## src/include/strap_pins_pkg.sv

```systemverilog
/*
  Package for the strap and port power pin logic: pin function codes,
  strap and pin drive carriers, timing counts.
  Assumes a 250 MHz system clock.
*/
package strap_pins_pkg;

  // ---------------------------------------------------------------
  // Timing
  // ---------------------------------------------------------------
  localparam int unsigned CLK_MHZ        = 250;
  localparam int unsigned STRAP_HOLD_NS  = 3000;
  localparam int unsigned STRAP_HOLD_CYC = (STRAP_HOLD_NS * CLK_MHZ + 999) / 1000;
  localparam int unsigned HOLD_W         = 10;
  localparam int unsigned NRD_RST_CYC    = 16;
  localparam int unsigned NRD_RST_W      = 5;

  // ---------------------------------------------------------------
  // Pin function and phase codes
  // ---------------------------------------------------------------
  typedef enum logic [1:0] {
    SCLK_HIZ   = 2'h0,
    SCLK_CLOCK = 2'h1,
    SCLK_SUSP  = 2'h2,
    SCLK_DOCK  = 2'h3
  } sclk_fn_t;

  typedef enum logic [1:0] {
    IND_HIZ   = 2'h0,
    IND_SUSP  = 2'h1,
    IND_DOCK  = 2'h2,
    IND_RSVD  = 2'h3
  } ind_fn_t;

  typedef enum logic [1:0] {
    ST_RESET = 2'h0,
    ST_HOLD  = 2'h1,
    ST_RUN   = 2'h2
  } phase_t;

  // Latched strap levels
  typedef struct packed {
    logic rom_select;
    logic oc_port1;
    logic oc_port2;
    logic ind_port1;
    logic ind_port2;
    logic pwr_port1;
    logic pwr_port2;
  } strap_t;

  // Open-drain / tristate pin drive
  typedef struct packed {
    logic o;
    logic oe;
  } pin_drv_t;

endpackage : strap_pins_pkg

```

## src/rtl/clock_divider.sv

```systemverilog
/*
  Compound-device clock generator: a divided clock at 24 or 12 MHz
  equivalent rate from the system clock.
  Assumes divider limits fit in the counter width.
*/
`timescale 1ns/10ps
module clock_divider #(
  parameter int unsigned     CNT_W  = 4,
  parameter logic [3:0]      HALF_F = 4'h5,   // Half period, fast rate
  parameter logic [3:0]      HALF_S = 4'hA    // Half period, slow rate
) (
  input  wire logic sys_clk_i,   // System clock
  input  wire logic srst_i,      // Sync reset
  input  wire logic run_i,       // Enable output clock
  input  wire logic slow_i,      // Select slow rate
  output logic      clk_o        // Divided clock, registered
);

  typedef struct packed {
    logic [CNT_W-1:0] cnt;
    logic             clk;
  } div_state_t;

  div_state_t s_q;
  div_state_t s_d;

  // Counter toggles the output every half period
  always_comb begin
    s_d = s_q;
    if (!run_i) begin
      s_d.cnt = '0;
      s_d.clk = 1'b0;
    end else if (s_q.cnt >= CNT_W'((slow_i ? HALF_S : HALF_F) - 4'h1)) begin
      s_d.cnt = '0;
      s_d.clk = ~s_q.clk;
    end else begin
      s_d.cnt = s_q.cnt + CNT_W'(1);
    end
  end

  always_ff @(posedge sys_clk_i) begin
    if (srst_i) begin
      s_q <= '0;
    end else begin
      s_q <= s_d;
    end
  end

  assign clk_o = s_q.clk;

endmodule : clock_divider

```

## src/rtl/strap_pins.sv

```systemverilog
/*
  Strap capture and shared pin function logic for a two-port hub:
  suspend/clock pin, indicator pin, port power enables, compound reset,
  over-current and power sensing.
  Assumes pins are already synchronous to sys_clk_i; chip reset is
  synchronous and active high here (inverted from the board pin).
  The compound clock is an integer division of the system clock,
  so its rates are the nearest ones the divider reaches.
  Pins are level/enable pairs; pads and pull resistors sit outside.
  Straps are taken once, on the first edge after reset ends.
  Over-current on a non-removable port is ignored.
  Ganged power uses request bit 0 for both ports.
*/
// Contract
// - Latch all strap levels when reset ends; they fix configuration.
// - Strap pins stay inputs during reset and 3 us after.
// - Suspend function drives 1 in suspend, 0 otherwise.
// - Suspend/clock pin high impedance until its function is set.
// - ROM absent: port-1 OC strap picks clock/suspend; indicator low gives dock.
// - ROM present: ROM picks clock or suspend, never dock.
// - Dock mode: suspend/clock pin is active-low open-drain VBUS control.
// - Compound clock output selectable 24 or 12 MHz.
// - Upstream bus power sense is active high.
// - Local power sense copied continuously to self-powered status.
// - ROM suspend enable drives indicator pin as suspend, else Hi-Z.
// - Dock mode drives indicator pin as push-pull ID control; one combo reserved.
// - Over-current inputs are active low.
// - OC strap high gives removable port, low non-removable.
// - Port-1 power strap high gives power enable, low compound reset.
// - Power enables open-drain, low turns VBUS on.
// - Port-2 power strap high individual, low ganged control.
`timescale 1ns/10ps
module strap_pins
  import strap_pins_pkg::*;
(
  input  wire logic       sys_clk_i,            // System clock
  input  wire logic       srst_i,               // Chip reset, active high
  // Strap and pin inputs
  input  wire logic       rom_select_strap_i,   // ROM select strap level
  input  wire logic       overcurrent_in_port1_i, // Port 1 OC, active low
  input  wire logic       overcurrent_in_port2_i, // Port 2 OC, active low
  input  wire logic       indicator_pin_port1_i,  // Indicator/suspend pin level
  input  wire logic       indicator_pin_port2_i,  // Port 2 indicator strap
  input  wire logic       power_enable_port1_n_i, // Port 1 power pin level
  input  wire logic       power_enable_port2_n_i, // Port 2 power pin level
  input  wire logic       upstream_bus_power_sense_i, // Upstream VBUS present
  input  wire logic       local_power_sense_i,  // Local power supplied
  // Hub core side
  input  wire logic       suspended_i,          // Hub in suspend
  input  wire logic       rom_use_clock_i,      // ROM: pin is compound clock
  input  wire logic       rom_suspend_en_i,     // ROM: suspend on indicator pin
  input  wire logic       clock_slow_i,         // Compound clock 12 MHz select
  input  wire logic [1:0] port_power_req_i,     // Core asks port power on
  input  wire logic       dock_vbus_on_i,       // Dock VBUS control request
  input  wire logic       dock_id_on_i,         // Dock ID resistor request
  input  wire logic       compound_reset_req_i, // Core asks compound reset
  // Suspend/clock shared pin
  output logic            susp_clk_o,           // Pin output level
  output logic            susp_clk_oe_o,        // Pin output enable
  // Indicator/suspend pin
  output logic            ind_pin_o,            // Pin output level
  output logic            ind_pin_oe_o,         // Pin output enable
  // Port power pins (port 1 doubles as compound reset)
  output logic            power_enable_port1_n_o,  // Pin level
  output logic            power_enable_port1_n_oe_o, // Pin enable
  output logic            power_enable_port2_n_o,  // Pin level
  output logic            power_enable_port2_n_oe_o, // Pin enable
  // Status to hub core
  output logic            compound_clock_out_o, // Compound clock, direct
  output logic            self_powered_o,       // Device status bit
  output logic            upstream_present_o,   // Upstream VBUS present
  output logic [1:0]      overcurrent_o,        // OC state per port
  output logic [1:0]      overcurrent_event_o,  // OC start pulse per port
  output logic [1:0]      removable_o,          // Port removable
  output logic            individual_power_o,   // Individual power mode
  output logic            config_done_o         // Straps latched, pins live
);

  // ---------------------------------------------------------------
  // State
  // ---------------------------------------------------------------
  typedef struct packed {
    // Sequencing
    phase_t          phase;
    logic [HOLD_W-1:0] hold;
    // Latched configuration
    strap_t          strap;
    sclk_fn_t        sclk_fn;
    ind_fn_t         ind_fn;
    // Over-current and power
    logic [1:0]      oc_act;
    logic [1:0]      oc_evt;
    logic [1:0]      pwr_on;
    logic [NRD_RST_W-1:0] nrd_cnt;
    // Registered pin drive
    pin_drv_t        sclk;
    pin_drv_t        ind;
    pin_drv_t        pw1;
    pin_drv_t        pw2;
    // Status copies
    logic            self_pwr;
    logic            up_pwr;
    logic            done;
  } state_t;

  // Registered state and its next value
  state_t s_q;
  state_t s_d;
  // Divider output, masked fault levels
  logic   div_clk;
  logic [1:0] oc_now;

  // ---------------------------------------------------------------
  // Over-current decode
  // ---------------------------------------------------------------
  // Active-low over-current inputs, masked for non-removable ports
  function automatic logic oc_seen(input logic pin, input logic removable);
    oc_seen = removable & ~pin;
  endfunction : oc_seen

  // Bit 1 is port 2, bit 0 is port 1
  assign oc_now = {oc_seen(overcurrent_in_port2_i, s_q.strap.oc_port2),
                   oc_seen(overcurrent_in_port1_i, s_q.strap.oc_port1)};

  // ---------------------------------------------------------------
  // Compound clock
  // ---------------------------------------------------------------
  // Runs only while the shared pin carries the clock
  // Half periods: 5 cycles fast, 10 cycles slow
  clock_divider #(
    .CNT_W  (4),
    .HALF_F (4'h5),
    .HALF_S (4'hA)
  ) u_clock_divider (
    .sys_clk_i (sys_clk_i),
    .srst_i    (srst_i),
    .run_i     (s_q.sclk_fn == SCLK_CLOCK),
    .slow_i    (clock_slow_i),
    .clk_o     (div_clk)
  );

  // ---------------------------------------------------------------
  // Next state
  // ---------------------------------------------------------------
  // Defaults hold state; status copies track pins
  always_comb begin
    s_d          = s_q;
    // Event pulses clear unless set again
    s_d.oc_evt   = 2'h0;
    s_d.self_pwr = local_power_sense_i;
    s_d.up_pwr   = upstream_bus_power_sense_i;

    case (s_q.phase)
      // First cycle after reset: catch straps
      ST_RESET: begin
        s_d.strap.rom_select = rom_select_strap_i;
        s_d.strap.oc_port1   = overcurrent_in_port1_i;
        s_d.strap.oc_port2   = overcurrent_in_port2_i;
        // Indicator straps pick dock and reserved modes
        s_d.strap.ind_port1  = indicator_pin_port1_i;
        s_d.strap.ind_port2  = indicator_pin_port2_i;
        s_d.strap.pwr_port1  = power_enable_port1_n_i;
        s_d.strap.pwr_port2  = power_enable_port2_n_i;
        s_d.hold  = '0;
        s_d.phase = ST_HOLD;
      end

      // Drivers kept off for the strap hold time
      ST_HOLD: begin
        if (s_q.hold >= HOLD_W'(STRAP_HOLD_CYC - 1)) begin
          // Hold over: fix functions, start compound reset
          s_d.phase = ST_RUN;
          s_d.done  = 1'b1;
          s_d.nrd_cnt = NRD_RST_W'(NRD_RST_CYC);
          // Suspend/clock pin function
          if (!s_q.strap.rom_select) begin
            if (!s_q.strap.ind_port1) begin
              s_d.sclk_fn = SCLK_DOCK;
            end else if (!s_q.strap.oc_port1) begin
              s_d.sclk_fn = SCLK_CLOCK;
            end else begin
              s_d.sclk_fn = SCLK_SUSP;
            end
          end else begin
            // ROM chooses; dock is never offered here
            s_d.sclk_fn = rom_use_clock_i ? SCLK_CLOCK : SCLK_SUSP;
          end

          // Indicator pin function
          if (!s_q.strap.rom_select && !s_q.strap.ind_port1) begin
            s_d.ind_fn = IND_DOCK;
          end else if (s_q.strap.rom_select && !s_q.strap.ind_port2) begin
            s_d.ind_fn = IND_RSVD;
          end else if (s_q.strap.rom_select && rom_suspend_en_i) begin
            s_d.ind_fn = IND_SUSP;
          end else begin
            s_d.ind_fn = IND_HIZ;
          end
        end else begin
          // Still counting out the hold time
          s_d.hold = s_q.hold + HOLD_W'(1);
        end
      end

      // Functional operation
      ST_RUN: begin
        // Compound reset pulse counts down
        if (s_q.nrd_cnt != '0) begin
          s_d.nrd_cnt = s_q.nrd_cnt - NRD_RST_W'(1);
        end

        // Over-current: cut power, report rising edge
        s_d.oc_act = oc_now;
        s_d.oc_evt = oc_now & ~s_q.oc_act;
        // Individual: each port cut by its own fault
        if (s_q.strap.pwr_port2) begin
          s_d.pwr_on = port_power_req_i & ~oc_now;
        end else begin
          // Ganged: bit 0 drives both, any fault cuts both
          s_d.pwr_on = (|oc_now) ? 2'h0 : {2{port_power_req_i[0]}};
        end
      end

      // Unused phase code: back to strap capture
      default: begin
        s_d.phase = ST_RESET;
      end
    endcase

    // Pin drivers, all off until configured
    s_d.sclk = '0;
    s_d.ind  = '0;
    s_d.pw1  = '0;
    s_d.pw2  = '0;
    if (s_q.phase == ST_RUN) begin
      // Clock, suspend or dock VBUS on the shared pin
      case (s_q.sclk_fn)
        SCLK_CLOCK: s_d.sclk = '{o: div_clk, oe: 1'b1};
        SCLK_SUSP:  s_d.sclk = '{o: suspended_i, oe: 1'b1};
        SCLK_DOCK:  s_d.sclk = '{o: 1'b0, oe: dock_vbus_on_i};
        default:    s_d.sclk = '0;
      endcase

      // Suspend or dock ID control on the indicator pin
      case (s_q.ind_fn)
        IND_SUSP: s_d.ind = '{o: suspended_i, oe: 1'b1};
        IND_DOCK: s_d.ind = '{o: dock_id_on_i, oe: 1'b1};
        default:  s_d.ind = '0;
      endcase
      // Port 1: open-drain power enable or push-pull compound reset
      if (s_q.strap.pwr_port1) begin
        s_d.pw1 = '{o: 1'b0, oe: s_q.pwr_on[0]};
      end else begin
        s_d.pw1 = '{o: ~(compound_reset_req_i | (s_q.nrd_cnt != '0)), oe: 1'b1};
      end

      // Port 2: open-drain power enable only
      s_d.pw2 = '{o: 1'b0, oe: s_q.pwr_on[1]};
    end
  end

  // ---------------------------------------------------------------
  // Registers
  // ---------------------------------------------------------------
  // Register all state; reset puts pins back to strap sampling
  always_ff @(posedge sys_clk_i) begin
    if (srst_i) begin
      s_q <= '0;
    end else begin
      s_q <= s_d;
    end
  end

  // ---------------------------------------------------------------
  // Outputs
  // ---------------------------------------------------------------
  // Shared pin drive pairs
  assign susp_clk_o                = s_q.sclk.o;
  assign susp_clk_oe_o             = s_q.sclk.oe;
  assign ind_pin_o                 = s_q.ind.o;
  assign ind_pin_oe_o              = s_q.ind.oe;

  // Port power pin drive pairs
  assign power_enable_port1_n_o    = s_q.pw1.o;
  assign power_enable_port1_n_oe_o = s_q.pw1.oe;
  assign power_enable_port2_n_o    = s_q.pw2.o;
  assign power_enable_port2_n_oe_o = s_q.pw2.oe;

  // Clock, status and latched configuration
  assign compound_clock_out_o      = div_clk;
  assign self_powered_o            = s_q.self_pwr;
  assign upstream_present_o        = s_q.up_pwr;
  assign overcurrent_o             = s_q.oc_act;
  assign overcurrent_event_o       = s_q.oc_evt;
  assign removable_o               = {s_q.strap.oc_port2, s_q.strap.oc_port1};
  assign individual_power_o        = s_q.strap.pwr_port2;
  assign config_done_o             = s_q.done;

endmodule : strap_pins

```

## config.mk

```make
export PLATFORM = sky130hd
export DESIGN_NAME = strap_pins
export DESIGN_NICKNAME = d
export VERILOG_FILES = /design/src/include/strap_pins_pkg.sv /design/src/rtl/clock_divider.sv /design/src/rtl/strap_pins.sv
export SDC_FILE = /design/constraint.sdc
export NUM_CORES = 1
export LEC_CHECK = 0
export BUFFER_PORTS_ARGS = -buffer_cell sky130_fd_sc_hd__clkbuf_2
export CORE_ASPECT_RATIO = 0.8
export CORE_MARGIN = 1.5
export CORE_UTILIZATION = 30
export CTS_BUF_LIST = sky130_fd_sc_hd__clkbuf_4 sky130_fd_sc_hd__clkbuf_8
export DETAILED_ROUTE_END_ITERATION = 7
export GPL_ROUTABILITY_DRIVEN = 1
export HOLD_SLACK_MARGIN = 0.15
export PLACE_DENSITY_LB_ADDON = 0.2
export SETUP_SLACK_MARGIN = 0.5
export SKIP_CTS_REPAIR_TIMING = 1
export SLEW_MARGIN = 20
export SYNTH_ARGS = -nofsm -noshare
export SYNTH_HDL_FRONTEND = slang
export SYNTH_SLANG_ARGS = --single-unit
```

## constraint.sdc

```tcl
create_clock -name sys_clk_i -period 3.85 [get_ports sys_clk_i]
set_input_delay 0.77 -clock sys_clk_i [delete_from_list [all_inputs] [get_ports sys_clk_i]]
set_output_delay 0.77 -clock sys_clk_i [all_outputs]
set_load 0.005 [all_outputs]
```

== Word-level counts from Yosys, hierarchy flattened ==
Cells that the tools add are included.

* Register bits: 50
* Input bits: 20

* $add $sub $neg: 4
* $lt $le $gt $ge: 2
* Bitwise logic cells: 13
* Equality and inequality tests: 10
* Reductions and logical operators: 19
* Muxes and demuxes: 20

{| class="wikitable"
|+ Operators by type and width
! kind !! number
|-
| $mux 2 || 10
|-
| $pmux 10 s2 || 1
|-
| $pmux 2 s3 || 2
|-
| $add 10x1->10 const B || 1
|-
| $ge 10x10->1 const B || 1
|-
| $mux 10 || 1
|-
| $mux 5 || 2
|-
| $pmux 5 s2 || 1
|-
| $eq 2x2->1 const B || 4
|-
| $eq 2x1->1 const B || 3
|-
| $ne 2x2->1 const B || 3
|-
| $not 1->1 || 6
|-
| $reduce_and 2->1 || 3
|-
| $reduce_or 2->1 || 3
|-
| $reduce_or 3->1 || 2
|-
| $reduce_bool 5->1 || 1
|-
| $sub 5x1->5 const B || 1
|-
| $add 4x1->4 const B || 1
|-
| $and 2x2->2 || 2
|-
| $ge 4x4->1 || 1
|-
| $mux 4 || 1
|-
| $not 2->2 || 2
|-
| $pmux 2 s2 || 1
|-
| $reduce_bool 2->1 || 2
|-
| other kinds (8) || 13
|}

== Depth between registers and ports, before layout ==
* Depth after elaboration: 5
* Depth in mapped cells: 7
* Gate-level depth less buffers: 7

== By module ==
Synthesis repeated with hierarchy kept, for this count alone.

* Cells, all modules: 291
* Area total of the unflattened synthesis: 2391.0 µm²

{| class="wikitable"
|+ By module, submodules not included
! module !! area an instance (µm²) !! cells an instance !! instances !! seq. area each (µm²)
|-
| strap_pins || 2127.0 || 264 || 1 || 880.8
|-
| clock_divider || 264.0 || 27 || 1 || 100.1
|}

== Least setup slack after synthesis ==
No wires, ideal clock.

* Path kind: input to register
* Start: input clock_slow_i
* End: register u_clock_divider.s_q, in the netlist u_clock_divider.clk_o
* Arrival time: 2.069 ns
* Path slack: 1.659 ns
* Path buffers: 0
* Cell stages on the path: 6
* Library setup time: 0.123 ns
* Cells stage by stage: ha_1 -> or3b_2 -> a21o_1 -> a21oi_1 -> xor2_1 -> nor3_1

* Word-level cells in the longest chain between the ends: 3

{| class="wikitable"
|+ Ends and longest elaborated chain
! item !! RTL line !! text
|-
| from (decl) || strap_pins.sv:52 || <nowiki>input wire logic clock_slow_i,</nowiki>
|-
| $mux 4 || clock_divider.sv:33 || <nowiki>end else if (s_q.cnt >= CNT_W'((slow_i ? HALF_S : HALF_F) - 4'h1)) begin</nowiki>
|-
| $sub 4x1->4 || clock_divider.sv:33 ||
|-
| $ge 4x4->1 || clock_divider.sv:33 ||
|-
| to (signal assigned) || clock_divider.sv:43 || <nowiki>s_q <= '0;</nowiki>
|-
| to (signal assigned) || clock_divider.sv:45 || <nowiki>s_q <= s_d;</nowiki>
|-
| to (decl) || clock_divider.sv:24 || <nowiki>div_state_t s_q;</nowiki>
|}

No other way between the ends.
A chain may end at the register's enable or synchronous reset.

== Worst setup path in the final report ==
Same ends and word-level chain as after synthesis.

==> run_results.csv <==
group,metric,value,unit
floorplanning,io_pins,39,
timing,final-hold-violation-count,0,
logic_synthesis,synth_top_area_share,43.63,%
timing,finalCritPeriodShare,54.46,%
worst_hold_path,worstHoldStart,"s_q[17]",
routing,drt_wl_total,4654,um
grt,grt_pass1_wl,7797,um
job,max_cap_viol_count,0,
logic_synthesis,yosys_warnings,0,
logic_synthesis,synth-seq-cells,49,
cells_and_area,fillerInstances,753,
floorplanning,start_util,30.71,%
floorplanning,die_area,0.008026,mm^2
worst_setup_path,r2r_slack,1.91,ns
routing,vias,1771,
cts,numCtsBuffers,5,
cells_and_area,antenna_cells,0,
worst_setup_path,worstPathArrival,2.27,ns
timing,rsz0062_at_grt,"false",
cts,htreeDepth,2,
routing,drc,0,
cells_and_area,drive_gt1_share,19.23,%
floorplanning,die_h,80.43,um
cells_and_area,fin_nets,315,
timing,slew_headroom,47.71,%
worst_setup_path,crit_required,4.03,ns
timing,report.final.slew_viol_count,0,
place,dp.cells,368,
floorplanning,row_count,28,
place,dp.final_hpwl,3404,um
timing,setup_viol,0,
worst_setup_path,critPathMaxFanout,3,
worst_setup_path,reg2reg_to,"s_q[38]",
timing,fmax,0.4770,GHz
cells_and_area,final_util,34.89,%
logic_synthesis,synthTopCellsByArea,"dfxtp_1 (44%), ha_1 (5.6%), a21oi_1 (5.1%)",
grt,antenna_found_initial,0,
logic_synthesis,avgSynthCellArea,8.715,um^2
logic_synthesis,netlist_area,0.002248,mm^2
logic_synthesis,synth-edff-count,0,
floorplanning,coreArea,0.007322,mm^2
logic_synthesis,synthTopCellsByCount,"dfxtp_1 (49), nand2_1 (30), a21oi_1 (23)",
place,gp_congestion,0.7496,
grt,grt_max_degree,43,
worst_setup_path,crit_type,"in -> reg",
place,port_buffers,37,
routing,via_per_inst,4.710,
cts,cts_sinks,49,
worst_setup_path,r2r_start,"s_q[34]",
floorplanning,die_w,99.79,um
run_status,status,"finished clean",
worst_hold_path,min_to,"power_enable_port2_n_oe_o",
worst_setup_path,ff2ff_path_depth,7,
cells_and_area,fin_cells,376,
routing,drt_first_pass_iters,4,
timing,worst_slew_pin_slew,0.7844,ns
grt,grt_pass1_vias,1558,
power_and_ir_drop,p_per_area,352.1,mW/mm^2
cells_and_area,fin_area,0.002555,mm^2
timing,skew,0.006844,ns
logic_synthesis,synthArstFlopShare,0,%
logic_synthesis,ys_types,47,
logic_synthesis,yosysMostFrequentCell,"dfxtp_1",
logic_synthesis,synth_nets,288,
logic_synthesis,ys.flop_type,"dfxtp_1",
power_and_ir_drop,ir_drop,125.5,uV
place,placed_cell_area,0.002454,mm^2
cts,clock_path_buffers,2,
power_and_ir_drop,p_total,899.7,uW
cts,insertion_delay,0.29,ns
grt,track_usage,12.37,%
timing,fin_tns_setup,0,ns
worst_setup_path,crit_path_end_kind,"flop",
worst_setup_path,critPathLaunchType,"input pin",
cts,cts_root_buf,"clkbuf_8",
cts,clk_pin_slew,0.08,ns
grt,gr-total-overflow,0,
routing,drt_iter0_drc,83,
logic_synthesis,ys_seq_area_share,43.63,%
cells_and_area,area_growth_syn_to_layout,13.63,%
timing,fin_crit,2.097,ns
cts,cts_tree,"done",
power_and_ir_drop,power.leakage,0.0009784,uW
logic_synthesis,synthCells,258,
worst_hold_path,hold_path_class,"reg -> reg",
worst_hold_path,min_path_cells,2,
routing,ant_nets,0,
logic_synthesis,yosys.area.top_type,"dfxtp_1",
routing,avgRoutedWirePerCell,12.38,um
==> where the power goes <==
| part | switching (uW) | total (uW) | internal, uW | leakage (uW) |
|---|---|---|---|---|
| Combinational | 29.1 | 52.0 | 22.9 | 0.000527 |
| Clock | 164 | 327 | 163 | 0.0000542 |
| Sequential | 7.54 | 521 | 513 | 0.000397 |
| Total | 201 | 900 | 699 | 0.000978 |
==> worst max path at each step <==
| stage | start | endpoint | slack [ns] | cells after the start |
|---|---|---|---|---|
| 4_1_cts | clock_slow_i | u_clock_divider.clk_o | 1.77 | 7 |
| 6_report | clock_slow_i | u_clock_divider.clk_o | 1.75 | 7 |
| 2_1_floorplan | clock_slow_i | u_clock_divider.clk_o | 1.66 | 6 |
| 3_3_place_gp | clock_slow_i | u_clock_divider.clk_o | 1.46 | 7 |
| 5_1_grt | clock_slow_i | u_clock_divider.clk_o | 1.70 | 7 |
| 3_5_place_dp | clock_slow_i | u_clock_divider.clk_o | 1.47 | 7 |
==> placed cells by master, fill, tap and decap left out, types with 3 or more instances in the layout <==
master,netlist,layout
a21oi_1,23,23
a31oi_1,4,4
clkbuf_2,0,37
clkbuf_8,0,7
dfxtp_1,49,49
ha_1,10,10
inv_1,12,12
nand2_1,30,30
nand2b_1,5,5
nand3_1,8,8
nand3b_1,5,5
nor2_1,21,21
nor2b_1,6,6
nor3_1,8,8
o211ai_1,4,4
o21ai_0,6,6
o2bb2ai_1,3,3
o31ai_1,4,4
or4_1,5,5
xor2_1,5,5
==> through the flow <==
stage / hold WS, ns / worst slack (ns)
2_1_floorplan: 0.4086 / 1.659
3_3_place_gp: 0.4222 / 1.464
3_5_place_dp: 0.4178 / 1.466
4_1_cts: 0.4332 / 1.769
5_1_grt: 0.4755 / 1.703
6_report: 0.4293 / 1.753
==> logic make-up after synthesis <==
| kind of cell | after synthesis | synth area share [%] |
|---|---|---|
| adders and majority gates | 10 | 5.565 |
| buffers and inverters | 29 | 6.121 |
| AOI/OAI and AO/OA | 56 | 16.64 |
| xor gates and xnor gates | 7 | 2.727 |
| DFF | 49 | 43.63 |
| and+or+nand+nor | 106 | 25.15 |
| other | 1 | 0.1668 |
==> state kept, by name (all words and copies together) (netlist names), 2 cells and up <==
signal and flops:
s_q 27, u_clock_divider.s_q 4, overcurrent_event_o 2, overcurrent_o 2, removable_o 2
==> routing by layer <==
layer	global-route usage [%]	share of wire [%]	wire length, um
met2	17.89	40	1851
met1	18.23	54	2534
met4	2.958	0.37	17
met3	3.046	5.4	250
met5	0	0	0
==> layout make-up <==
class                      instances  area (um^2)  share of cell area, %
multi-input combinational        180         1130                  44.22
sequential                        49        980.9                  38.39
timing repair buffer              37        185.2                  7.248
tap                               90        112.6                  4.407
clock buffer                       7        96.34                  3.771
inverter                          12        45.04                  1.763
clock inverter                     1        5.005                 0.1959
==> critical path, cell delays in order <==
cell	delay (ns)
clkbuf_2	0.11
ha_1	0.29
or3b_2	0.45
a21o_1	0.19
a21oi_1	0.23
xor2_1	0.18
nor3_1	0.06
Power figures use the tool's default switching activity.
